## src/common/fsp_defs.svh

```systemverilog
// fsp_defs.svh: offsets, field positions, key values and counts
// assumes: included by bare name from design and testbench files
`ifndef FSP_DEFS_SVH
`define FSP_DEFS_SVH
// ********************
// register offsets
// ********************
`define FSP_OFF_ADDR_LOW 4'h0
`define FSP_OFF_ADDR_HIGH 4'h1
`define FSP_OFF_DATA_FIRST 4'h2
`define FSP_OFF_DATA_LAST 4'h9
`define FSP_OFF_D0_HIGH 4'h3
`define FSP_OFF_KEY_FIRST 4'h4
`define FSP_OFF_CTRL 4'ha
`define FSP_OFF_RESET_KEY 4'hb
`define FSP_OFF_CLEAR 4'hc
// ********************
// operation_control fields
// ********************
`define FSP_BIT_UNLOCK 7
`define FSP_BIT_MODE_HI 6
`define FSP_BIT_MODE_LO 4
`define FSP_BIT_TRIGGER 3
`define FSP_BIT_EW_START 2
`define FSP_BIT_RD_EN 1
`define FSP_BIT_RD_START 0
`define FSP_BIT_CLEAR 0
// ********************
// mode codes, keys, reset values
// ********************
`define FSP_MODE_WRITE 3'h0
`define FSP_MODE_ERASE 3'h1
`define FSP_MODE_READ 3'h3
`define FSP_MODE_UNLOCK 3'h6
`define FSP_KEY1_LOW 8'h00
`define FSP_KEY2_LOW 8'h0d
`define FSP_KEY3_LOW 8'hc3
`define FSP_KEY1_HIGH 8'h04
`define FSP_KEY2_HIGH 8'h09
`define FSP_KEY3_HIGH 8'h40
`define FSP_CHIP_RESET_KEY 8'h55
`define FSP_RESET_BYTE 8'h00
`define FSP_PAGE_LAST 5'h1f
// ********************
// timing counts in clk cycles
// ********************
`define FSP_UNLOCK_CYCLES 10'd64
`define FSP_ERASE_CYCLES 10'd400
`define FSP_WRITE_CYCLES 10'd200
`define FSP_READ_CYCLES 10'd3
`endif

```

## src/common/fsp_pkg.sv

```systemverilog
// fsp_pkg: types shared by the self-programming controller
// assumes: fsp_defs.svh holds offsets, keys and counts; the encodings below are local
package fsp_pkg;
    // register port request
    typedef struct packed {
        logic wr;
        logic rd;
        logic [3:0] addr;
        logic [7:0] wdata;
    } fsp_bus_t;
    // operation toward the array
    typedef enum logic [1:0] {
        FSP_OP_READ = 2'h0,
        FSP_OP_WRITE = 2'h1,
        FSP_OP_ERASE = 2'h2
    } fsp_op_t;
    typedef struct packed {
        logic valid;
        fsp_op_t op;
        logic [11:0] addr;
        logic [15:0] data;
        logic [31:0] erase_mask;
    } fsp_arr_req_t;
    typedef enum logic [5:0] {
        FSP_ST_IDLE = 6'h01,
        FSP_ST_ERASE = 6'h02,
        FSP_ST_WFETCH = 6'h04,
        FSP_ST_WISSUE = 6'h08,
        FSP_ST_WWAIT = 6'h10,
        FSP_ST_READ = 6'h20
    } fsp_state_t;
endpackage : fsp_pkg

```

## src/design/fsp_ctrl.sv

```systemverilog
// fsp_ctrl: firmware self-programming controller for the program flash
// assumes: byte register port, array answers reads within one cycle
// Behaviour
// RULE1: software writing one to unlock status does nothing, zero clears it
// RULE2: only a correct unlock sequence sets unlock status
// RULE3: mode 000 write, 001 erase, 011 read, 110 unlock, rest reserved
// RULE4: software unlocks before any erase or write
// RULE5: unlock trigger starts a timer, hardware clears trigger at expiry
// RULE6: six key bytes must hold the fixed pattern before expiry
// RULE7: trigger clears at expiry whatever the keys hold
// RULE8: wrong keys leave erase and write disabled, retry allowed
// RULE9: software selects unlock mode, sets trigger, then writes keys
// RULE10: erase/write start launches selected operation, clears when done
// RULE11: reads happen only with read enable high
// RULE12: read start launches a read, clears when it finishes
// RULE13: software never sets both starts and read enable in one write
// RULE14: processor stalls while an operation runs
// RULE15: writing 55h to the reset key resets the chip
// RULE16: buffer clear bit clears the buffer then drops, upper bits zero
// RULE17: high data writes tag erase addresses, address stops at 11111b
// RULE18: erased words read back as 0000h
// RULE19: buffer holds one 32-word page chosen by address bits 11 to 5
// RULE20: software clears buffer and rewrites after a failed verify
// RULE21: software erases a page before writing it
// RULE22: high data write loads word into buffer and bumps address
// RULE23: buffer clears itself when a write finishes
// RULE24: finished read leaves the word in the first data pair
// RULE25: a read takes about three cycles from start to clear
// RULE26: start with no unlock or reserved mode only clears the bit
// RULE27: erase and write durations are named counts
`timescale 1ns/10ps
`include "fsp_defs.svh"
module fsp_ctrl (
    // clock and reset
    input wire logic clk,
    input wire logic rst,
    // register port
    input wire fsp_pkg::fsp_bus_t bus,
    output logic [7:0] rdata,
    // system
    output logic stall,
    output logic chip_reset,
    // flash array
    output fsp_pkg::fsp_arr_req_t arr_req,
    input wire logic [15:0] arr_rdata
);
    // ********************
    // state
    // ********************
    fsp_pkg::fsp_state_t state_reg, state_next;
    fsp_pkg::fsp_arr_req_t arr_reg, arr_next;
    logic [11:0] addr_reg;
    logic [7:0] data_reg [0:7];
    logic [5:0] key_seen_reg;
    logic unlock_reg, trig_reg, ew_start_reg, rd_en_reg, rd_start_reg;
    logic [2:0] mode_reg;
    logic clr_reg, chip_rst_reg;
    logic [7:0] rkey_reg, rdata_reg;
    logic [31:0] tag_reg;
    logic [9:0] utimer_reg, cnt_reg, cnt_next;
    logic [4:0] widx_reg, widx_next;
    logic [15:0] buf_rdata;

    // ********************
    // decode
    // ********************
    wire [7:0] wd = bus.wdata;
    wire ctrl_wr = bus.wr && bus.addr == `FSP_OFF_CTRL;
    wire clr_wr = bus.wr && bus.addr == `FSP_OFF_CLEAR;
    wire rkey_wr = bus.wr && bus.addr == `FSP_OFF_RESET_KEY;
    wire alo_wr = bus.wr && bus.addr == `FSP_OFF_ADDR_LOW;
    wire ahi_wr = bus.wr && bus.addr == `FSP_OFF_ADDR_HIGH;
    wire d0h_wr = bus.wr && bus.addr == `FSP_OFF_D0_HIGH;
    wire data_wr = bus.wr && bus.addr >= `FSP_OFF_DATA_FIRST
        && bus.addr <= `FSP_OFF_DATA_LAST;
    wire key_wr = bus.wr && bus.addr >= `FSP_OFF_KEY_FIRST
        && bus.addr <= `FSP_OFF_DATA_LAST;
    wire [2:0] didx = 3'(bus.addr - `FSP_OFF_DATA_FIRST);
    wire [2:0] kidx = 3'(bus.addr - `FSP_OFF_KEY_FIRST);
    wire idle = state_reg == fsp_pkg::FSP_ST_IDLE;
    wire [2:0] wd_mode = wd[`FSP_BIT_MODE_HI:`FSP_BIT_MODE_LO];
    wire [2:0] mode_now = ctrl_wr ? wd_mode : mode_reg;
    // the forbidden triple sets neither start bit; mode and read enable still load
    wire all3 = wd[`FSP_BIT_EW_START] && wd[`FSP_BIT_RD_EN]
        && wd[`FSP_BIT_RD_START];

    // ********************
    // unlock sequence
    // ********************
    wire key_good = data_reg[2] == `FSP_KEY1_LOW
        && data_reg[4] == `FSP_KEY2_LOW && data_reg[6] == `FSP_KEY3_LOW
        && data_reg[3] == `FSP_KEY1_HIGH && data_reg[5] == `FSP_KEY2_HIGH
        && data_reg[7] == `FSP_KEY3_HIGH && &key_seen_reg; // RULE6
    wire trig_go = ctrl_wr && wd[`FSP_BIT_TRIGGER] && !trig_reg
        && mode_now == `FSP_MODE_UNLOCK;
    wire expire = trig_reg && utimer_reg == 10'd0; // RULE5
    wire unlock_set = expire && key_good && mode_reg == `FSP_MODE_UNLOCK;
    wire unlock_clr = ctrl_wr && !wd[`FSP_BIT_UNLOCK];

    // trigger and window timer; keys must all land inside the window
    always_ff @(posedge clk) begin
        if (rst) begin
            trig_reg <= 1'b0;
            utimer_reg <= 10'd0;
            key_seen_reg <= 6'h00;
        end else if (trig_go) begin
            trig_reg <= 1'b1;
            utimer_reg <= `FSP_UNLOCK_CYCLES - 10'd1;
            key_seen_reg <= 6'h00;
        end else begin
            if (expire) trig_reg <= 1'b0; // RULE7
            if (trig_reg && !expire) utimer_reg <= utimer_reg - 10'd1;
            if (key_wr && trig_reg) key_seen_reg[kidx] <= 1'b1;
        end
    end

    // set wins over a software clear in the same cycle
    always_ff @(posedge clk) begin
        if (rst) unlock_reg <= 1'b0;
        else if (unlock_set) unlock_reg <= 1'b1; // RULE2
        else if (unlock_clr) unlock_reg <= 1'b0; // RULE1 RULE8
    end

    // ********************
    // operation control bits
    // ********************
    wire ew_ok = unlock_reg && (mode_reg == `FSP_MODE_WRITE
        || mode_reg == `FSP_MODE_ERASE); // RULE3 RULE26
    wire rd_ok = rd_en_reg && mode_reg == `FSP_MODE_READ; // RULE11
    wire ew_launch = idle && ew_start_reg;
    wire rd_launch = idle && rd_start_reg && !ew_start_reg;
    wire ew_done = (state_reg == fsp_pkg::FSP_ST_ERASE
        || state_reg == fsp_pkg::FSP_ST_WWAIT) && cnt_reg == 10'd0;
    wire rd_done = state_reg == fsp_pkg::FSP_ST_READ && cnt_reg == 10'd0;

    // start bits fall on completion, or at once when nothing may launch
    always_ff @(posedge clk) begin
        if (rst) begin
            mode_reg <= 3'h0;
            rd_en_reg <= 1'b0;
            ew_start_reg <= 1'b0;
            rd_start_reg <= 1'b0;
        end else begin
            if (ctrl_wr) begin
                mode_reg <= wd_mode;
                rd_en_reg <= wd[`FSP_BIT_RD_EN];
            end
            if (ctrl_wr && idle && !all3 && wd[`FSP_BIT_EW_START])
                ew_start_reg <= 1'b1;
            else if (ew_done || (ew_launch && !ew_ok))
                ew_start_reg <= 1'b0; // RULE10 RULE26
            if (ctrl_wr && idle && !all3 && wd[`FSP_BIT_RD_START])
                rd_start_reg <= 1'b1;
            else if (rd_done || (rd_launch && !rd_ok))
                rd_start_reg <= 1'b0; // RULE11 RULE12
        end
    end

    // ********************
    // sequencer
    // ********************
    wire [4:0] tag_idx = widx_reg;
    always_comb begin
        state_next = state_reg;
        cnt_next = cnt_reg;
        widx_next = widx_reg;
        arr_next = arr_reg;
        arr_next.valid = 1'b0;
        case (state_reg)
            fsp_pkg::FSP_ST_IDLE: begin
                if (ew_launch && ew_ok && mode_reg == `FSP_MODE_ERASE) begin
                    state_next = fsp_pkg::FSP_ST_ERASE;
                    cnt_next = `FSP_ERASE_CYCLES - 10'd1; // RULE27
                    arr_next.valid = 1'b1;
                    arr_next.op = fsp_pkg::FSP_OP_ERASE;
                    arr_next.addr = {addr_reg[11:5], 5'h00};
                    arr_next.erase_mask = tag_reg; // RULE17 RULE18
                end else if (ew_launch && ew_ok) begin
                    state_next = fsp_pkg::FSP_ST_WFETCH;
                    widx_next = 5'h00;
                end else if (rd_launch && rd_ok) begin
                    state_next = fsp_pkg::FSP_ST_READ;
                    cnt_next = `FSP_READ_CYCLES - 10'd2; // RULE25
                    arr_next.valid = 1'b1;
                    arr_next.op = fsp_pkg::FSP_OP_READ;
                    arr_next.addr = addr_reg;
                end
            end
            fsp_pkg::FSP_ST_WFETCH: begin
                state_next = fsp_pkg::FSP_ST_WISSUE;
            end
            fsp_pkg::FSP_ST_WISSUE: begin
                // only tagged words of the buffered page go out
                arr_next.valid = tag_reg[tag_idx];
                arr_next.op = fsp_pkg::FSP_OP_WRITE;
                arr_next.addr = {addr_reg[11:5], widx_reg}; // RULE19
                arr_next.data = buf_rdata;
                widx_next = widx_reg + 5'h01;
                if (widx_reg == `FSP_PAGE_LAST) begin
                    state_next = fsp_pkg::FSP_ST_WWAIT;
                    cnt_next = `FSP_WRITE_CYCLES - 10'd1; // RULE27
                end else begin
                    state_next = fsp_pkg::FSP_ST_WFETCH;
                end
            end
            fsp_pkg::FSP_ST_ERASE, fsp_pkg::FSP_ST_WWAIT,
            fsp_pkg::FSP_ST_READ: begin
                arr_next.valid = state_reg == fsp_pkg::FSP_ST_READ;
                if (cnt_reg == 10'd0) state_next = fsp_pkg::FSP_ST_IDLE;
                else cnt_next = cnt_reg - 10'd1;
            end
            default: begin
                state_next = fsp_pkg::FSP_ST_IDLE;
            end
        endcase
    end

    always_ff @(posedge clk) begin
        if (rst) begin
            state_reg <= fsp_pkg::FSP_ST_IDLE;
            cnt_reg <= 10'd0;
            widx_reg <= 5'h00;
            arr_reg <= '0;
        end else begin
            state_reg <= state_next;
            cnt_reg <= cnt_next;
            widx_reg <= widx_next;
            arr_reg <= arr_next;
        end
    end
    assign arr_req = arr_reg;
    assign stall = !idle; // RULE14

    // ********************
    // address, data and write buffer
    // ********************
    wire buf_load = d0h_wr && unlock_reg && idle; // RULE22
    wire at_last = addr_reg[4:0] == `FSP_PAGE_LAST;
    wire tags_clear = clr_reg || ew_done; // RULE16 RULE23

    // the address stops at the page end instead of wrapping
    always_ff @(posedge clk) begin
        if (rst) begin
            addr_reg <= 12'h000;
        end else if (alo_wr) begin
            addr_reg[7:0] <= wd;
        end else if (ahi_wr) begin
            addr_reg[11:8] <= wd[3:0];
        end else if (d0h_wr && !at_last) begin
            addr_reg <= addr_reg + 12'h001; // RULE17 RULE22
        end
    end

    // a finished read overwrites the first data pair
    always_ff @(posedge clk) begin
        if (rst) begin
            for (int i = 0; i < 8; i++) data_reg[i] <= `FSP_RESET_BYTE;
        end else if (rd_done) begin
            data_reg[0] <= arr_rdata[7:0]; // RULE24
            data_reg[1] <= arr_rdata[15:8];
        end else if (data_wr) begin
            data_reg[didx] <= wd;
        end
    end

    // a new tag wins over a clear in the same cycle
    always_ff @(posedge clk) begin
        if (rst) tag_reg <= 32'h00000000;
        else tag_reg <= (tags_clear ? 32'h00000000 : tag_reg)
            | (buf_load ? 32'h00000001 << addr_reg[4:0] : 32'h00000000);
    end

    fsp_wbuf u_wbuf (
        .clk(clk),
        .rst(rst),
        .we(buf_load),
        .waddr(addr_reg[4:0]),
        .wdata({wd, data_reg[0]}),
        .raddr(widx_reg),
        .rdata(buf_rdata)
    );

    // ********************
    // clear, chip reset and read back
    // ********************
    always_ff @(posedge clk) begin
        if (rst) begin
            clr_reg <= 1'b0;
            rkey_reg <= `FSP_RESET_BYTE;
            chip_rst_reg <= 1'b0;
        end else begin
            clr_reg <= clr_wr && wd[`FSP_BIT_CLEAR]; // RULE16
            if (rkey_wr) rkey_reg <= wd;
            chip_rst_reg <= rkey_wr && wd == `FSP_CHIP_RESET_KEY; // RULE15
        end
    end
    assign chip_reset = chip_rst_reg;

    wire [7:0] ctrl_rd = {unlock_reg, mode_reg, trig_reg, ew_start_reg,
        rd_en_reg, rd_start_reg};
    wire [7:0] rd_mux =
        bus.addr == `FSP_OFF_ADDR_LOW ? addr_reg[7:0] :
        bus.addr == `FSP_OFF_ADDR_HIGH ? {4'h0, addr_reg[11:8]} :
        (bus.addr >= `FSP_OFF_DATA_FIRST && bus.addr <= `FSP_OFF_DATA_LAST)
            ? data_reg[didx] :
        bus.addr == `FSP_OFF_CTRL ? ctrl_rd :
        bus.addr == `FSP_OFF_RESET_KEY ? rkey_reg :
        bus.addr == `FSP_OFF_CLEAR ? {7'h00, clr_reg} : 8'h00;

    // data stand only in the cycle after the strobe
    always_ff @(posedge clk) begin
        if (rst) rdata_reg <= 8'h00;
        else rdata_reg <= bus.rd ? rd_mux : 8'h00;
    end
    assign rdata = rdata_reg;
endmodule : fsp_ctrl

```

## src/design/fsp_wbuf.sv

```systemverilog
// fsp_wbuf: 32 x 16 write buffer, one write and one registered read port
// assumes: single clock, contents need no reset
`timescale 1ns/10ps
module fsp_wbuf (
    // clock and reset
    input wire logic clk,
    input wire logic rst,
    // write port
    input wire logic we,
    input wire logic [4:0] waddr,
    input wire logic [15:0] wdata,
    // read port
    input wire logic [4:0] raddr,
    output logic [15:0] rdata
);
    logic [15:0] mem_reg [0:31];
    logic [15:0] rdata_reg;

    // contents are untouched by reset; the tag mask says what is valid
    always_ff @(posedge clk) begin
        if (we) begin
            mem_reg[waddr] <= wdata;
        end
    end

    // read data appear one cycle after the address
    always_ff @(posedge clk) begin
        if (rst) begin
            rdata_reg <= 16'h0000;
        end else begin
            rdata_reg <= mem_reg[raddr];
        end
    end
    assign rdata = rdata_reg;
endmodule : fsp_wbuf

```

## config.mk

```make
export PLATFORM = sky130hd
export DESIGN_NAME = fsp_ctrl
export DESIGN_NICKNAME = d
export VERILOG_FILES = /design/src/common/fsp_pkg.sv /design/src/design/fsp_ctrl.sv /design/src/design/fsp_wbuf.sv
export VERILOG_INCLUDE_DIRS = /design/src /design/src/common
export SDC_FILE = /design/constraint.sdc
export NUM_CORES = 1
export LEC_CHECK = 0
export BUFFER_PORTS_ARGS = -buffer_cell sky130_fd_sc_hd__buf_2
export CAP_MARGIN = 20
export CORE_UTILIZATION = 62
export DETAILED_ROUTE_END_ITERATION = 7
export MAX_ROUTING_LAYER = met4
export PLACE_DENSITY = 0.8
export SYNTH_ARGS = -nofsm -noshare
export SYNTH_HDL_FRONTEND = slang
export SYNTH_SLANG_ARGS = --single-unit
export TNS_END_PERCENT = 1
```

## constraint.sdc

```tcl
create_clock -name clk -period 4.2 [get_ports clk]
set_clock_uncertainty 0.1 [all_clocks]
set_input_delay 0.84 -clock clk [delete_from_list [all_inputs] [get_ports clk]]
set_output_delay 0.84 -clock clk [all_outputs]
set_load 0.03 [all_outputs]
```

==> flow_summary_export.csv <==
group,metric,value,unit
logic_synthesis,yosysMostFrequentCell,"edfxtp_1",
worst_setup_path,slowest_stage,"or4_4",
worst_setup_path,cp.buffers_inverters,2,
cells_and_area,final_cell_count_no_fill,2851,
power_and_ir_drop,ir_drop,296,µV
global_route,use_met1,44.3,%
worst_setup_path,critPathLaunchType,"register",
clocking,ctsHoldBuffers,0,
logic_synthesis,syn_inst,2009,
logic_synthesis,synth_common_cells,"edfxtp_1, dfxtp_1, mux4_2",
sta,max_freq,300,MHz
global_route,overflow,0,
worst_setup_path,cp_top_family,"simple AND/OR/NAND/NOR gates",
place,place_hpwl,49.0,mm
routing,dr.pass1.iters,6,
cells_and_area,area_growth,12.5,%
sta,setup_viol,0,
global_route,track_usage,33.3,%
job,cap_violations,0,
sta,relSlewSlack,23.3,%
power_and_ir_drop,powerDensity,445,nW/µm²
place,dp_cells,2708,
sta,min_period,3330,ps
worst_setup_path,worstSetupStartpoint,"state_reg[2]$_SDFFE_PP0P_",
worst_setup_path,path_depth,4,
logic_synthesis,synth.area.top_cells,"edfxtp_1, dfxtp_1, mux4_2, mux2i_1, nand2_1",
logic_synthesis,synth_top_area_share,55.6,%
clocking,clk_pin_slew_worst_paths,60,ps
sta,setup_tns,0,ps
sta,grt_setup_unrepaired,"no",
logic_synthesis,syn_area,31100,µm²
global_route,antenna_found_initial,2,
logic_synthesis,synth-edff-count,576,
floorplanning,rows,81,
worst_setup_path,critPathMaxFanout,9,
sta,slew_viol_final,0,
cells_and_area,largest_reg_flops,512,
global_route,grt_max_degree,91,
logic_synthesis,synth_nets,2058,
worst_setup_path,worst_r2r_endpoint,"u_wbuf.rdata[10]$_SDFF_PP0_",
cells_and_area,drive_gt1_share,24.1,%
place,io_buffers,104,
floorplanning,die_x,226,µm
global_route,grt_busiest_layer,"met2",
logic_synthesis,synth-seq-area-share,67.6,%
global_route,first_global_vias,18541,
clocking,cts_tree,"yes",
logic_synthesis,yosys_most_used_dff,"edfxtp_1",
routing,viasPerCell,6.78,
floorplanning,io_pins,105,
routing,drt_iter0_markers,2689,
worst_setup_path,cp.required,3260,ps
clocking,cts_max_level,3,
logic_synthesis,ys_types,75,
routing,route.detailed.drc,0,
floorplanning,coreArea,49300,µm²
routing,via_count,19327,
global_route,use_met3,5.76,%
clocking,cts_root_buf,"clkbuf_16",
worst_setup_path,arrival,2390,ps
logic_synthesis,synth_seq_cells,762,
place,place.gp.congestion,0.951,
floorplanning,die_area,51100,µm²
cells_and_area,nets,2174,
worst_setup_path,cpPeakStageDelay,620,ps
clocking,post_cts.repair.setup_buffers,0,
routing,wl_per_cell,28.5,µm
logic_synthesis,avgSynthCellArea,15.5,µm²
worst_setup_path,crit_chain,"or4_4 -> nor2_1 -> inv_1 -> buf_2",
global_route,grt_use_met2,52.6,%
worst_setup_path,worstSetupEndpointType,"output port",
logic_synthesis,yosys.area.top_type,"edfxtp_1",
floorplanning,start_util,63.2,%
worst_setup_path,rrSetupSlack,1130,ps
routing,ant_nets,0,
cells_and_area,register_area,21000,µm²
clocking,cts_buffers,75,
status,status,"completed",
sta,finalCritPeriodShare,79.3,%
worst_setup_path,worstSetupEndpoint,"stall",
global_route,grt_pass1_wl,119,mm
clocking,clock_latency,620,ps
clocking,cts_resized,0,
worst_setup_path,path_class,"register to output port",
worst_setup_path,rr_startpoint,"tag_idx[1]$_SDFFE_PP0P_",
sta,worstMarginPinSlew,1150,ps
routing,finalWirelength,81.2,mm
cells_and_area,multi_input_area,9400,µm²
min_path,hold_class,"register to register",
sta,report.final.hold_viol_count,0,
floorplanning,dieHeight,226,µm
logic_synthesis,yosys_warnings,0,
cells_and_area,nFillCells,3067,
power_and_ir_drop,power.leakage,11.7,nW
worst_setup_path,ff2ff_path_depth,5,
logic_synthesis,synth_async_sr_flop_share,0,%
clocking,clock-sinks,762,
clocking,clockBufferDepth,3,
==> routing by layer <==
metal  vias to the layer above  share of wire (%)
li1                       8115                  -
met2                      1314                 49
met1                      9725                 37
met5                         -                  0
met3                       173                 10
met4                         0                3.3
==> where the power goes <==
part | total (mW) | leakage (nW) | internal [mW] | switching [mW]
Clock | 6.84 | 1.23 | 3.95 | 2.88
Combinational | 0.579 | 3.73 | 0.162 | 0.417
Sequential | 8.18 | 6.75 | 8.13 | 0.0483
==> per-stage QoR <==
stage | setup WS [ps] | total power [mW] | area [µm²] | util (%) | hold WS [ps]
4_1_cts | 869 | 15.6 | 35000 | 71.0 | 342
3_3_place_gp | 782 | 8.88 | 32500 | 65.9 | 327
5_1_grt | 747 | 15.9 | 35000 | 71.1 | 358
2_1_floorplan | 631 | 8.67 | 31100 | - | 317
3_5_place_dp | 684 | 8.90 | 32500 | 65.9 | 330
6_report | 868 | 15.6 | 35000 | 71.1 | 346
==> layout by cell type, fill, tap and decap left out, types with 10 or more instances in the layout <==
cell type    n
nand2_1    147
nand2b_1    10
ha_1        17
nor2_1     127
nor2b_1     14
a22oi_1     11
buf_4       72
nand4_1     10
a22o_1      30
dfxtp_1    183
clkbuf_16   78
clkinv_1    10
a21oi_1    107
and3_1      65
nand3_1     20
mux2_2      42
o21ai_0     38
edfxtp_1   576
o22ai_1     16
nor3_1      22
and2_1      13
a32oi_1     23
mux4_2     150
buf_2      105
mux2i_1     59
a211oi_1    19
inv_1       18
nor4_1      15
clkbuf_1    12
==> worst min path at each step <==
stage | depth (start not counted) | endpoint | start
after floorplan | 2 | arr_req[32]$_SDFFE_PP0P_ | u_wbuf.rdata[0]$_SDFF_PP0_
after global placement | 2 | arr_req[32]$_SDFFE_PP0P_ | u_wbuf.rdata[0]$_SDFF_PP0_
after detailed placement | 2 | arr_req[43]$_SDFFE_PP0P_ | u_wbuf.rdata[11]$_SDFF_PP0_
after CTS | 2 | arr_req[43]$_SDFFE_PP0P_ | u_wbuf.rdata[11]$_SDFF_PP0_
after global routing | 2 | arr_req[43]$_SDFFE_PP0P_ | u_wbuf.rdata[11]$_SDFF_PP0_
final | 2 | arr_req[46]$_SDFFE_PP0P_ | u_wbuf.rdata[14]$_SDFF_PP0_
==> worst register-to-register path, delay by kind of cell, from the launching register on <==
| kind | cells | cell delay, ps |
|---|---|---|
| compound gates | 2 | 730 |
| buf+inv | 1 | 540 |
| flops | 1 | 1000 |
| mux | 1 | 390 |
| simple gates | 1 | 140 |
==> layout make-up <==
class,instances,share of cell area [%]
sequential,762,60.1
multi-input combinational,1085,26.8
clock buffer,101,6.06
timing repair buffer,182,3.33
tap,664,2.37
clock inverter,37,1.12
inverter,19,0.204
antenna,1,0.00715
==> cells by family after synthesis <==
group,count (synthesis),share of synthesized area (%)
muxes,251,14.3
AOI/OAI and AO/OA,305,6.71
xor gates and xnor gates,12,0.338
and+or+nand+nor,500,8.15
buffers and inverters,162,2.27
DFF,762,67.6
adders and majority gates,17,0.684
Note: power is estimated with default switching activity, not from simulation.
